==> src/verilog/relay_ao_pkg.sv <==
`default_nettype none

package relay_ao_pkg;

   // Register byte offsets
   localparam logic [7:0] OFS_RELAY1_SEL = 8'h00;
   localparam logic [7:0] OFS_RELAY2_SEL = 8'h04;
   localparam logic [7:0] OFS_R1_ON_DLY = 8'h08;
   localparam logic [7:0] OFS_R1_OFF_DLY = 8'h0C;
   localparam logic [7:0] OFS_R2_ON_DLY = 8'h10;
   localparam logic [7:0] OFS_R2_OFF_DLY = 8'h14;
   localparam logic [7:0] OFS_SRC_SEL = 8'h18;
   localparam logic [7:0] OFS_SRC_LO = 8'h1C;
   localparam logic [7:0] OFS_SRC_HI = 8'h20;
   localparam logic [7:0] OFS_CUR_MIN = 8'h24;
   localparam logic [7:0] OFS_CUR_MAX = 8'h28;
   localparam logic [7:0] OFS_FILTER = 8'h2C;
   localparam logic [7:0] OFS_STATUS = 8'h30;
   localparam logic [7:0] OFS_AO_VALUE = 8'h34;

   // Status register fields
   localparam int ST_RELAY_LSB = 0;
   localparam int ST_STARTED = 2;
   localparam int ST_COND_LSB = 3;

   // Relay function codes
   localparam logic [4:0] CODE_NOT_USED = 5'h00;
   localparam logic [4:0] CODE_CONV_OVERTEMP = 5'h14;
   localparam logic [4:0] CODE_CONV_OVERLOAD = 5'h15;
   localparam logic [4:0] CODE_UNDERVOLTAGE = 5'h16;
   localparam logic [4:0] CODE_AI_FIRST_LOSS = 5'h17;
   localparam logic [4:0] CODE_AI_SECOND_LOSS = 5'h18;
   localparam logic [4:0] CODE_MOTOR_OVERHEAT = 5'h19;
   localparam logic [4:0] CODE_STALL = 5'h1A;
   localparam logic [4:0] CODE_UNDERLOAD = 5'h1B;
   localparam logic [4:0] CODE_PID_SLEEP = 5'h1C;
   localparam logic [4:0] CODE_PUMP_FAN = 5'h1D;
   localparam logic [4:0] CODE_AUTOCHANGE = 5'h1E;
   localparam logic [4:0] CODE_STARTED = 5'h1F;

   // Reset values
   localparam logic [4:0] RST_RELAY_SEL = 5'h00;
   localparam logic [15:0] RST_DELAY = 16'h0000;
   localparam logic [7:0] RST_SRC_SEL = 8'h01;
   localparam logic [15:0] RST_SRC_LO = 16'h0000;
   localparam logic [15:0] RST_SRC_HI = 16'hFFFF;
   localparam logic [15:0] RST_CUR_MIN = 16'h0000;
   localparam logic [15:0] RST_CUR_MAX = 16'h4E20;
   localparam logic [3:0] RST_FILTER = 4'h0;

   // Operating data words on the input bus
   localparam int OP_WORDS = 16;

   // Time base: one tick per millisecond
   localparam int CLK_PERIOD_NS = 20;
   localparam int TICK_PERIOD_NS = 1000000;
   localparam int TICK_CYC = TICK_PERIOD_NS / CLK_PERIOD_NS;

   // Divider iterations for the scaling quotient
   localparam logic [5:0] DIV_STEPS = 6'h20;

   typedef enum logic {DIV_IDLE, DIV_RUN} div_state_t;

endpackage

`default_nettype wire

==> src/verilog/relay_ao_select.sv <==
// The APB interface to the registers and the register offsets are this design's own decisions.
`timescale 1ns/1ps
`default_nettype none

module relay_ao_select #(
   parameter int TICK_CYC = relay_ao_pkg::TICK_CYC
) (
   // Clock and reset
   input wire logic pclk,
   input wire logic presetn,
   // APB slave
   input wire logic psel,
   input wire logic penable,
   input wire logic pwrite,
   input wire logic [7:0] paddr,
   input wire logic [31:0] pwdata,
   output logic [31:0] prdata,
   output logic pready,
   output logic pslverr,
   // Drive status conditions
   input wire logic conv_overtemp,
   input wire logic conv_overload,
   input wire logic undervoltage,
   input wire logic analog_input_first_loss,
   input wire logic analog_input_second_loss,
   input wire logic motor_overheat,
   input wire logic stall,
   input wire logic underload,
   input wire logic pid_sleep,
   input wire logic [1:0] pump_fan_staging,
   input wire logic autochange,
   input wire logic start_cmd,
   input wire logic stop_cmd,
   input wire logic fault,
   // Operating data, word n is quantity number n+1
   input wire logic [16*relay_ao_pkg::OP_WORDS-1:0] op_data,
   // Outputs
   output logic [1:0] relay_out,
   output logic [15:0] analog_current_output
);

   logic [4:0] relay_sel_q [2];
   logic [15:0] on_dly_q [2];
   logic [15:0] off_dly_q [2];
   logic [7:0] src_sel_q;
   logic [15:0] src_lo_q;
   logic [15:0] src_hi_q;
   logic [15:0] cur_min_q;
   logic [15:0] cur_max_q;
   logic [3:0] filter_q;
   logic started_q;
   logic [1:0] cond;
   logic [1:0] relay_q;
   logic [15:0] cnt_q [2];
   logic [16:0] tick_cnt_q;
   logic tick_q;
   logic pready_q;
   logic pslverr_q;
   logic [31:0] prdata_q;
   logic [31:0] rd_d;
   logic rd_ok;
   logic wr_en;

   // Millisecond time base shared by relay delays and the filter
   always_ff @(posedge pclk or negedge presetn)
   begin
      if (!presetn)
      begin
         tick_cnt_q <= 17'h00000;
         tick_q <= 1'b0;
      end
      else if (tick_cnt_q == 17'(TICK_CYC - 1))
      begin
         tick_cnt_q <= 17'h00000;
         tick_q <= 1'b1;
      end
      else
      begin
         tick_cnt_q <= tick_cnt_q + 17'h00001;
         tick_q <= 1'b0;
      end
   end

   // APB: one wait state, so write and read data meet pready at the same edge
   assign wr_en = psel & penable & pwrite & pready_q;

   always_comb
   begin
      rd_d = 32'h00000000;
      rd_ok = 1'b1;
      if (paddr == relay_ao_pkg::OFS_RELAY1_SEL)
         rd_d = {27'h0000000, relay_sel_q[0]};
      else if (paddr == relay_ao_pkg::OFS_RELAY2_SEL)
         rd_d = {27'h0000000, relay_sel_q[1]};
      else if (paddr == relay_ao_pkg::OFS_R1_ON_DLY)
         rd_d = {16'h0000, on_dly_q[0]};
      else if (paddr == relay_ao_pkg::OFS_R1_OFF_DLY)
         rd_d = {16'h0000, off_dly_q[0]};
      else if (paddr == relay_ao_pkg::OFS_R2_ON_DLY)
         rd_d = {16'h0000, on_dly_q[1]};
      else if (paddr == relay_ao_pkg::OFS_R2_OFF_DLY)
         rd_d = {16'h0000, off_dly_q[1]};
      else if (paddr == relay_ao_pkg::OFS_SRC_SEL)
         rd_d = {24'h000000, src_sel_q};
      else if (paddr == relay_ao_pkg::OFS_SRC_LO)
         rd_d = {16'h0000, src_lo_q};
      else if (paddr == relay_ao_pkg::OFS_SRC_HI)
         rd_d = {16'h0000, src_hi_q};
      else if (paddr == relay_ao_pkg::OFS_CUR_MIN)
         rd_d = {16'h0000, cur_min_q};
      else if (paddr == relay_ao_pkg::OFS_CUR_MAX)
         rd_d = {16'h0000, cur_max_q};
      else if (paddr == relay_ao_pkg::OFS_FILTER)
         rd_d = {28'h0000000, filter_q};
      else if (paddr == relay_ao_pkg::OFS_STATUS)
         rd_d = {27'h0000000, cond, started_q, relay_q};
      else if (paddr == relay_ao_pkg::OFS_AO_VALUE)
         rd_d = {16'h0000, analog_current_output};
      else
         rd_ok = 1'b0;
   end

   always_ff @(posedge pclk or negedge presetn)
   begin
      if (!presetn)
      begin
         pready_q <= 1'b0;
         pslverr_q <= 1'b0;
         prdata_q <= 32'h00000000;
      end
      else
      begin
         pready_q <= psel & penable & ~pready_q;
         pslverr_q <= psel & penable & ~pready_q & ~rd_ok;
         if (psel & penable & ~pready_q & ~pwrite)
            prdata_q <= rd_d;
      end
   end

   assign pready = pready_q;
   assign pslverr = pslverr_q;
   assign prdata = prdata_q;

   // Configuration registers
   always_ff @(posedge pclk or negedge presetn)
   begin
      if (!presetn)
      begin
         relay_sel_q[0] <= relay_ao_pkg::RST_RELAY_SEL;
         relay_sel_q[1] <= relay_ao_pkg::RST_RELAY_SEL;
         on_dly_q[0] <= relay_ao_pkg::RST_DELAY;
         on_dly_q[1] <= relay_ao_pkg::RST_DELAY;
         off_dly_q[0] <= relay_ao_pkg::RST_DELAY;
         off_dly_q[1] <= relay_ao_pkg::RST_DELAY;
         src_sel_q <= relay_ao_pkg::RST_SRC_SEL;
         src_lo_q <= relay_ao_pkg::RST_SRC_LO;
         src_hi_q <= relay_ao_pkg::RST_SRC_HI;
         cur_min_q <= relay_ao_pkg::RST_CUR_MIN;
         cur_max_q <= relay_ao_pkg::RST_CUR_MAX;
         filter_q <= relay_ao_pkg::RST_FILTER;
      end
      else if (wr_en)
      begin
         if (paddr == relay_ao_pkg::OFS_RELAY1_SEL)
            relay_sel_q[0] <= pwdata[4:0];
         else if (paddr == relay_ao_pkg::OFS_RELAY2_SEL)
            relay_sel_q[1] <= pwdata[4:0];
         else if (paddr == relay_ao_pkg::OFS_R1_ON_DLY)
            on_dly_q[0] <= pwdata[15:0];
         else if (paddr == relay_ao_pkg::OFS_R1_OFF_DLY)
            off_dly_q[0] <= pwdata[15:0];
         else if (paddr == relay_ao_pkg::OFS_R2_ON_DLY)
            on_dly_q[1] <= pwdata[15:0];
         else if (paddr == relay_ao_pkg::OFS_R2_OFF_DLY)
            off_dly_q[1] <= pwdata[15:0];
         else if (paddr == relay_ao_pkg::OFS_SRC_SEL)
            src_sel_q <= pwdata[7:0];
         else if (paddr == relay_ao_pkg::OFS_SRC_LO)
            src_lo_q <= pwdata[15:0];
         else if (paddr == relay_ao_pkg::OFS_SRC_HI)
            src_hi_q <= pwdata[15:0];
         else if (paddr == relay_ao_pkg::OFS_CUR_MIN)
            cur_min_q <= pwdata[15:0];
         else if (paddr == relay_ao_pkg::OFS_CUR_MAX)
            cur_max_q <= pwdata[15:0];
         else if (paddr == relay_ao_pkg::OFS_FILTER)
            filter_q <= pwdata[3:0];
      end
   end

   // Started latch: stop or fault wins over a simultaneous start
   always_ff @(posedge pclk or negedge presetn)
   begin
      if (!presetn)
         started_q <= 1'b0;
      else if (stop_cmd | fault)
         started_q <= 1'b0;
      else if (start_cmd)
         started_q <= 1'b1;
   end

   // Condition selection, identical code set for both relays
   always_comb
   begin
      for (int i = 0; i < 2; i++)
      begin
         case (relay_sel_q[i])
            relay_ao_pkg::CODE_CONV_OVERTEMP: cond[i] = conv_overtemp;
            relay_ao_pkg::CODE_CONV_OVERLOAD: cond[i] = conv_overload;
            relay_ao_pkg::CODE_UNDERVOLTAGE: cond[i] = undervoltage;
            relay_ao_pkg::CODE_AI_FIRST_LOSS: cond[i] = analog_input_first_loss;
            relay_ao_pkg::CODE_AI_SECOND_LOSS: cond[i] = analog_input_second_loss;
            relay_ao_pkg::CODE_MOTOR_OVERHEAT: cond[i] = motor_overheat;
            relay_ao_pkg::CODE_STALL: cond[i] = stall;
            relay_ao_pkg::CODE_UNDERLOAD: cond[i] = underload;
            relay_ao_pkg::CODE_PID_SLEEP: cond[i] = pid_sleep;
            relay_ao_pkg::CODE_PUMP_FAN: cond[i] = pump_fan_staging[i];
            relay_ao_pkg::CODE_AUTOCHANGE: cond[i] = autochange;
            relay_ao_pkg::CODE_STARTED: cond[i] = started_q;
            default: cond[i] = 1'b0;
         endcase
      end
   end

   // Delay filter: a condition change must persist for the whole delay
   always_ff @(posedge pclk or negedge presetn)
   begin
      if (!presetn)
      begin
         relay_q <= 2'b00;
         cnt_q[0] <= 16'h0000;
         cnt_q[1] <= 16'h0000;
      end
      else
      begin
         for (int i = 0; i < 2; i++)
         begin
            if (cond[i] == relay_q[i])
               cnt_q[i] <= 16'h0000;
            // Flip on the tick after the count is met: a partial first ms never shortens it
            else if (cond[i] && cnt_q[i] >= on_dly_q[i] && (tick_q || on_dly_q[i] == 16'h0000))
            begin
               relay_q[i] <= 1'b1;
               cnt_q[i] <= 16'h0000;
            end
            else if (!cond[i] && cnt_q[i] >= off_dly_q[i] && (tick_q || off_dly_q[i] == 16'h0000))
            begin
               relay_q[i] <= 1'b0;
               cnt_q[i] <= 16'h0000;
            end
            else if (tick_q && cnt_q[i] != 16'hFFFF)
               cnt_q[i] <= cnt_q[i] + 16'h0001;
         end
      end
   end

   assign relay_out = relay_q;

   // Analogue output scaling
   logic [15:0] src_val;
   logic inv;
   logic [15:0] lo;
   logic [15:0] hi;
   logic [15:0] x_clamp;
   logic [15:0] diff;
   logic [15:0] span;
   logic [15:0] den;
   logic [3:0] op_idx;

   assign op_idx = 4'(src_sel_q - 8'h01);

   always_comb
   begin
      src_val = 16'h0000;
      if (src_sel_q != 8'h00 && src_sel_q <= 8'(relay_ao_pkg::OP_WORDS))
         src_val = op_data[16*op_idx +: 16];
      inv = src_hi_q < src_lo_q;
      lo = inv ? src_hi_q : src_lo_q;
      hi = inv ? src_lo_q : src_hi_q;
      if (src_val < lo)
         x_clamp = lo;
      else if (src_val > hi)
         x_clamp = hi;
      else
         x_clamp = src_val;
      diff = inv ? hi - x_clamp : x_clamp - lo;
      span = (cur_max_q >= cur_min_q) ? cur_max_q - cur_min_q : 16'h0000;
      den = hi - lo;
   end

   // Serial divider; the quotient is refreshed every 34 cycles
   relay_ao_pkg::div_state_t div_state_q;
   logic [31:0] num_q;
   logic [16:0] rem_q;
   logic [15:0] den_q;
   logic [5:0] step_q;
   logic [15:0] target_q;
   logic [16:0] rem_sh;

   assign rem_sh = {rem_q[15:0], num_q[31]};

   always_ff @(posedge pclk or negedge presetn)
   begin
      if (!presetn)
      begin
         div_state_q <= relay_ao_pkg::DIV_IDLE;
         num_q <= 32'h00000000;
         rem_q <= 17'h00000;
         den_q <= 16'h0000;
         step_q <= 6'h00;
         target_q <= 16'h0000;
      end
      else
      begin
         case (div_state_q)
            relay_ao_pkg::DIV_IDLE:
            begin
               num_q <= diff * span;
               den_q <= den;
               rem_q <= 17'h00000;
               step_q <= 6'h00;
               div_state_q <= relay_ao_pkg::DIV_RUN;
            end
            default:
            begin
               if (step_q == relay_ao_pkg::DIV_STEPS)
               begin
                  // Zero content span: output sits at the minimum current
                  if (den_q == 16'h0000)
                     target_q <= cur_min_q;
                  else
                     target_q <= cur_min_q + num_q[15:0];
                  div_state_q <= relay_ao_pkg::DIV_IDLE;
               end
               else
               begin
                  if (rem_sh >= {1'b0, den_q})
                  begin
                     rem_q <= rem_sh - {1'b0, den_q};
                     num_q <= {num_q[30:0], 1'b1};
                  end
                  else
                  begin
                     rem_q <= rem_sh;
                     num_q <= {num_q[30:0], 1'b0};
                  end
                  step_q <= step_q + 6'h01;
               end
            end
         endcase
      end
   end

   // First-order filter, time constant 2^filter ms; 8 fraction bits keep small steps
   logic [23:0] y_q;
   logic signed [24:0] err;
   logic [15:0] ao_q;

   assign err = $signed({1'b0, target_q, 8'h00}) - $signed({1'b0, y_q});

   always_ff @(posedge pclk or negedge presetn)
   begin
      if (!presetn)
      begin
         y_q <= 24'h000000;
         ao_q <= 16'h0000;
      end
      else
      begin
         if (filter_q == 4'h0)
            y_q <= {target_q, 8'h00};
         else if (tick_q)
            y_q <= 24'($signed({1'b0, y_q}) + (err >>> filter_q));
         ao_q <= y_q[23:8];
      end
   end

   assign analog_current_output = ao_q;
endmodule

`default_nettype wire

==> config.mk <==
export PLATFORM = sky130hd
export DESIGN_NAME = relay_ao_select
export DESIGN_NICKNAME = d
export VERILOG_FILES = /design/src/verilog/relay_ao_pkg.sv /design/src/verilog/relay_ao_select.sv
export SDC_FILE = /design/constraint.sdc
export NUM_CORES = 2
export LEC_CHECK = 0
export ABC_CLOCK_PERIOD_IN_PS = 39700
export BUFFER_PORTS_ARGS = -buffer_cell sky130_fd_sc_hd__buf_2
export CAP_MARGIN = 30
export CORE_MARGIN = 2
export CORE_UTILIZATION = 65
export DETAILED_ROUTE_END_ITERATION = 10
export PLACE_DENSITY = 0.92
export SLEW_MARGIN = 20
export SYNTH_ARGS = -nofsm -noshare
export SYNTH_HDL_FRONTEND = slang
export SYNTH_SLANG_ARGS = --single-unit
==> constraint.sdc <==
create_clock -name pclk -period 39.7 [get_ports pclk]
set_input_delay 1.985 -clock pclk [delete_from_list [all_inputs] [get_ports pclk]]
set_output_delay 1.985 -clock pclk [all_outputs]
set_load 0.02 [all_outputs]
# Word level (Yosys, flattened, before mapping)
# Index checks and enable logic that the tools add are counted.
dict set report op_classes {
  n_bitwise 23
  n_shift 2
  n_addsub 13
  n_reduce_logical 46
  eq_ne 44
  multipliers 1
  magnitude_cmp 10
  n_mux 66
}
# op count
set op_table {}
lappend op_table {{2-to-1 mux 16 bit} 32}
lappend op_table {{variable part select 256 x 9 -> 16 bit} 1}
lappend op_table {{== test 5 bit, second input constant} 24}
lappend op_table {{2-to-1 mux 32 bit} 3}
lappend op_table {{>= comparator 16 bit} 5}
lappend op_table {{logical NOT 16 bit} 5}
lappend op_table {{subtractor 16 bit} 5}
lappend op_table {{== test 8 x 6 -> 1 bit, second input constant} 6}
lappend op_table {{2-to-1 mux 24 bit} 2}
lappend op_table {{adder 16 x 1 -> 16 bit, second input constant} 2}
lappend op_table {{== test 8 x 5 -> 1 bit, second input constant} 4}
lappend op_table {{less-than comparator 16 bit} 2}
lappend op_table {{multiplier 16 x 16 -> 32 bit} 1}
lappend op_table {{inequality test 16 bit, second input constant} 2}
lappend op_table {{>>> shifter 25 x 4 -> 24 bit} 1}
lappend op_table {{subtractor 24 x 24 -> 25 bit} 1}
lappend op_table {{adder 24 bit} 1}
lappend op_table {{2-to-1 mux 1 bit} 24}
lappend op_table {{one-hot mux 1 bit (12 select lines)} 2}
lappend op_table {{adder 17 x 1 -> 17 bit, second input constant} 1}
lappend op_table {{== test 17 x 16 -> 1 bit, second input constant} 1}
lappend op_table {{>= comparator 17 x 16 -> 1 bit} 1}
lappend op_table {{2-to-1 mux 17 bit} 1}
lappend op_table {{adder 16 bit} 1}
lappend op_table {{other kinds (33)} 77}
dict set report word_totals {
  out_inout_bits 52
  inputBits 316
  word_cells 235
  regBits 364
}

# Logic depth before layout (Yosys ltp)
dict set report depth {
  ltp_word 17
  mapped_depth 65
  depth_no_buf 60
}

# Worst setup path after synthesis
# Ideal clock, no wire load.
dict set report synth_timing {
  path_type {reg2reg}
  start {register src_sel_q[0]}
  end {register num_q[30]}
  synth_period_minus_slack_ns 13.963
  setup_slack_ns 25.737
  n_path_buf 8
  required_time_ns 39.581
  path_stages_with_launch 60
  setup_ns 0.119
  arrival_time_ns 13.845
  cell_sequence {dfstp_2 > buf_2 > buf_2 > buf_1 > inv_1 > ha_1 > clkbuf_1 > clkbuf_1 > clkbuf_1 > mux4_2 > mux2_2 > o211ai_1 > inv_1 > ha_1 > a21o_1 > a21o_1 > a21oi_1 > o21ai_0 > [... 24 more ...] > fa_1 > inv_1 > fa_1 > fa_1 > fa_1 > inv_1 > fa_1 > inv_1 > ha_1 > a21o_1 > a21o_1 > a21oi_1 > a21boi_0 > a221oi_1 > o31ai_1 > o41ai_1 > xnor2_1 > o21a_1}
}
dict set report synth_via {
  elab_chain_cells 10
  word_cells_on_any_way 15
  classes_between {3 x add/sub; 1 x mul; 3 x order compare; 1 x shift; 5 x mux; 2 x reduce/logical}
}
# element line_no
set synth_lines {}
lappend synth_lines {{start: declaration} relay_ao_select.sv:45} ;# logic [7:0] src_sel_q;
lappend synth_lines {{start signal: assignment} relay_ao_select.sv:155} ;# src_sel_q <= relay_ao_pkg::RST_SRC_SEL;
lappend synth_lines {{start signal: assignment} relay_ao_select.sv:177} ;# src_sel_q <= pwdata[7:0];
lappend synth_lines {{subtractor 4 x 1 -> 4 bit (tied with other cells)} relay_ao_select.sv:270} ;# assign op_idx = 4'(src_sel_q - 8'h01);
lappend synth_lines {{variable part select 256 x 9 -> 16 bit / logical AND 1 bit (equally long branches)} {relay_ao_select.sv:276, relay_ao_select.sv:275}}
lappend synth_lines {{2-to-1 mux 16 bit *} relay_ao_select.sv:275} ;# if (src_sel_q != 8'h00 && src_sel_q <= 8'(relay_ao_pkg::OP_WORDS))
lappend synth_lines {{greater-than comparator 16 bit} relay_ao_select.sv:282} ;# else if (src_val > hi)
lappend synth_lines {{2-to-1 mux 16 bit} relay_ao_select.sv:282}
lappend synth_lines {{2-to-1 mux 16 bit *} relay_ao_select.sv:280} ;# if (src_val < lo)
lappend synth_lines {{subtractor 16 bit} relay_ao_select.sv:286} ;# diff = inv ? hi - x_clamp : x_clamp - lo;
lappend synth_lines {{2-to-1 mux 16 bit *} relay_ao_select.sv:286}
lappend synth_lines {{multiplier 16 x 16 -> 32 bit *} relay_ao_select.sv:318} ;# num_q <= diff * span;
lappend synth_lines {{2-to-1 mux 32 bit *} relay_ao_select.sv:315} ;# case (div_state_q)
lappend synth_lines {{end signal: assignment} relay_ao_select.sv:318}
lappend synth_lines {{end signal: assignment} relay_ao_select.sv:340} ;# num_q <= {num_q[30:0], 1'b1};
lappend synth_lines {{end signal: assignment} relay_ao_select.sv:345} ;# num_q <= {num_q[30:0], 1'b0};
lappend synth_lines {{end: declaration} relay_ao_select.sv:293} ;# logic [31:0] num_q;
# Mark *: on every way between the ends. The rest lies on a longest branch, timed or not.
# A chain may end at the register's enable or synchronous reset.

# Worst setup path in the final report
dict set report layout_timing {
  start {register src_lo_q[15]}
  end {register num_q[30]}
}
dict set report layout_via {
  elab_chain_cells 9
  word_cells_on_any_way 12
  classes_between {2 x add/sub; 1 x mul; 3 x order compare; 6 x mux}
}
# element line_no
set layout_lines {}
lappend layout_lines {{start: declaration} relay_ao_select.sv:46} ;# logic [15:0] src_lo_q;
lappend layout_lines {{start signal: assignment} relay_ao_select.sv:156} ;# src_lo_q <= relay_ao_pkg::RST_SRC_LO;
lappend layout_lines {{start signal: assignment} relay_ao_select.sv:179} ;# src_lo_q <= pwdata[15:0];
lappend layout_lines {{less-than comparator 16 bit} relay_ao_select.sv:277} ;# inv = src_hi_q < src_lo_q;
lappend layout_lines {{2-to-1 mux 16 bit} relay_ao_select.sv:279} ;# hi = inv ? src_lo_q : src_hi_q;
lappend layout_lines {{greater-than comparator 16 bit} relay_ao_select.sv:282}
lappend layout_lines {{2-to-1 mux 16 bit} relay_ao_select.sv:282}
lappend layout_lines {{2-to-1 mux 16 bit} relay_ao_select.sv:280}
lappend layout_lines {{subtractor 16 bit} relay_ao_select.sv:286}
lappend layout_lines {{2-to-1 mux 16 bit *} relay_ao_select.sv:286}
lappend layout_lines {{multiplier 16 x 16 -> 32 bit *} relay_ao_select.sv:318}
lappend layout_lines {{2-to-1 mux 32 bit *} relay_ao_select.sv:315}
# Marks and branches as above.

==> out/results.tsv <==
stage	metric	value	unit
sta	Final Setup Violations	0	
synthesis	leading area contributor after synthesis	dfrtp_1	
grt	vias in the first global route	34200	
synthesis	Primary FF master, synth	dfrtp_1	
grt	largest net degree at the start of global routing	105	
outcome	status	complete, but fails checks	
cells_and_area	Final Net Count	5387	
floorplanning	Die ar.	58600	um^2
sta	Slew headroom	25.8	%
sta	hold slack final	0.397	ns
setup_path	crit-path max cell delay	0.70	ns
clock_tree	Sink Count	348	
synthesis	post-synthesis cell type count	88	
clock_tree	CTS root buffer	clkbuf_16	
sta	Setup Skew	0.0431	ns
pwr	VDD IR max	40.0	uV
cells_and_area	register area	8740	um^2
cells_and_area	area of the multi-input gates	25700	um^2
placed_design	GPL Wtd Cong	1.00	
setup_path	worst path arrival time	15.94	ns
setup_path	Required @ worst endpoint	40.16	ns
clock_tree	# hold bufs at CTS	0	
clock_tree	CTS HTree Levels	2	
outcome	failing checks	DRC	
synthesis	Syn Area/Cell	8.60	um^2
synthesis	Synth Cell Area	36900	um^2
pwr	total power per unit cell area	26.7	nW/um^2
placed_design	Detailed Place HPWL	94.4	mm
cells_and_area	Area Growth Syn to Fin	10.2	%
setup_path	worst path bufs/invs	7	
grt	GRT overflow	0	
sta	Final Cycle Share	39.0	%
synthesis	Synth top cells by count	nand2_1 (533), inv_1 (453), nor2_1 (428)	
route	routed vias	34600	
synthesis	largest cells by area after synthesis	dfrtp_1 (22%), ha_1 (12%), fa_1 (11%), nand2_1 (5.4%), mux4_2 (4.6%)	
setup_path	crit-path most repeated cell	fa_1	
clock_tree	cts bufs inserted	40	
floorplanning	Die Ht	242	um
clock_tree	Longest Clk Path Bufs	3	
synthesis	most common cell in the netlist	nand2_1	
sta	setup tns final	0	ns
route	Vias per Instance	6.49	
sta	Max Slew Vio Count	0	
synthesis	Post-Synthesis Cells	4288	
clock_tree	clk_lat worst skew	0.59	ns
grt	GRT Overall Usage	41.7	%
setup_path	critical path endpoint category	flip-flop	
route	TritonRoute pass-1 iters	11	
synthesis	Post-synth EDFFs	0	
floorplanning	num ports	368	
synthesis	#FFs+latches synth	348	
pwr	Pleak	20.0	nW
run	# Max-Cap Violations	0	
route	initial DRC count	4476	
clock_tree	postcts setup bufs	0	
floorplanning	Die X	242	um
clock_tree	Resize count post-CTS	0	
floorplanning	Placement Rows	87	
worst_hold_path	Hold Path Class	flip-flop to flip-flop	
clock_tree	Worst-path clk slew	0.06	ns
sta	Least-Margin Pin Slew	1.11	ns
cells_and_area	layout cell share with drive strength beyond 1	15.9	%
floorplanning	Core Region	56300	um^2
setup_path	CP max-delay cell	a2111oi_0	
route	post-DR wirelength/cell	23.1	um
sta	unrepaired setup endpoints after global routing	no	
sta	min Tclk post-route	15.47	ns
route	DR DRC count	1	
setup_path	CP Launch Type	flip-flop	
synthesis	sequential share of the synthesized area	23.7	%
sta	Fmax	64.6	MHz
grt	initial antenna violation count	16	
synthesis	Synth Warn #	0	
route	Detailed Route WL	123	mm
cells_and_area	fillers	4065	
clock_tree	CTS tree	yes	
sta	Fin. Hold Viols	0	
setup_path	Worst Setup Path Type	flip-flop to flip-flop	
placed_design	number of I/O port buffers	335	
route	number of routed nets with antenna violations	0	
grt	first-pass GRT wire length	191	mm
synthesis	post-synth top area share	22.1	%
setup_path	crit-path leading delay family	compound AO/OA/AOI/OAI gates	
setup_path	CP Max Fanout	51	
synthesis	ys async rst share	100	%
floorplanning	Initial Util	65.5	%
final cells by class:
cell class / instances / area share [%]
multi-input cells: 3293 / 63.2
well taps: 756 / 2.33
diodes: 5 / 0.0308
clock inverters: 22 / 0.671
flip-flops and latches: 348 / 21.5
inverters: 457 / 4.22
repair buffers: 392 / 5.30
clock buffers: 51 / 2.71
worst register-to-register path, delay by kind of cell (launching register included):
family / cells / cell delay (ns)
simple gates: 13 / 2.87
flops: 1 / 0.57
compound gates: 21 / 5.38
xor+xnor: 2 / 0.32
fa+ha+maj: 11 / 4.97
buf+inv: 7 / 1.22
layout by cell type (no fill, tap or decap), types with 52 or more instances in the layout:
master   synthesis  routed
nand2_1        533     533
inv_1          453     453
nor2_1         428     426
ha_1           339     338
buf_2            6     335
dfrtp_1        326     324
a21oi_1        261     261
o21ai_0        237     237
fa_1           200     200
mux2_2         125     125
xnor2_1        111     109
mux2i_1         99      99
a21o_1          79      79
xor2_1          77      77
mux4_2          76      76
nand3_1         72      71
buf_4           21      52
report_power, final:
| group | internal, mW | total [mW] | switching [mW] |
|---|---|---|---|
| clock | 0.221 | 0.389 | 0.168 |
| sequential | 0.373 | 0.392 | 0.0187 |
| combinational | 0.122 | 0.302 | 0.181 |
worst paths after layout:
path                         startpoint                        end  slack (ns)  depth (start not counted)
setup / recovery           src_lo_q[15]                  num_q[30]       24.23                         54
hold / removal                  y_q[23]  analog_current_output[15]        0.40                          0
setup reg to reg           src_lo_q[15]                  num_q[30]       24.23                         54
hold reg to reg                 y_q[23]  analog_current_output[15]        0.40                          0
max in group asynchronous       presetn                   rem_q[4]       36.25                          3
min in group asynchronous       presetn                   cnt_q[9]        1.46                          1
per-stage QoR:
| step | utilization (%) | worst slack (ns) | std cells | instance area, um^2 | power [mW] |
|---|---|---|---|---|---|
| finish | 72.2 | 24.23 | 5324 | 40600 | 1.08 |
| global placement | 69.6 | 24.85 | 5237 | 39100 | 0.675 |
| CTS | 72.0 | 24.56 | 5312 | 40500 | 1.07 |
| detailed placement | 69.6 | 24.66 | 5239 | 39200 | 0.685 |
| global route | 72.2 | 23.44 | 5319 | 40600 | 1.13 |
| floorplan | - | 25.74 | 4303 | 36900 | 0.595 |
sequential cells by signal (all words and copies together), names as in the netlist, 2 cells and up:
name / cells
analog_current_output: 16
cnt_q: 32
cur_max_q: 16
cur_min_q: 16
den_q: 16
filter_q: 4
num_q: 32
off_dly_q: 32
on_dly_q: 32
prdata: 16
relay_out: 2
relay_sel_q: 10
rem_q: 16
src_hi_q: 16
src_lo_q: 16
src_sel_q: 8
step_q: 6
target_q: 16
tick_cnt_q: 17
y_q: 24
cells by family (layout without fill, tap and decap cells):
group,after synthesis,in the layout,synth area share (%)
muxes,303,303,11.3
buffers and inverters,662,922,6.97
AOI/OAI and AO/OA,904,904,15.2
adders and majority gates,539,539,22.4
other,1,21,0.0102
and+or+nand+nor,1343,1343,16.0
DFF,348,348,23.7
xor gates and xnor gates,188,188,4.47
layer usage:
metal  GRT usage, %  wire [um]  vias up  part of all wire, %
met1           55.6      46700    16500                   38
met4           19.8       6950       10                  5.7
met2           63.3      53000     2291                   43
met5              0         59        -                0.048
li1               -          -    15200                    -
met3           11.1      16200      556                   13
Power figures use the tool's default switching activity.
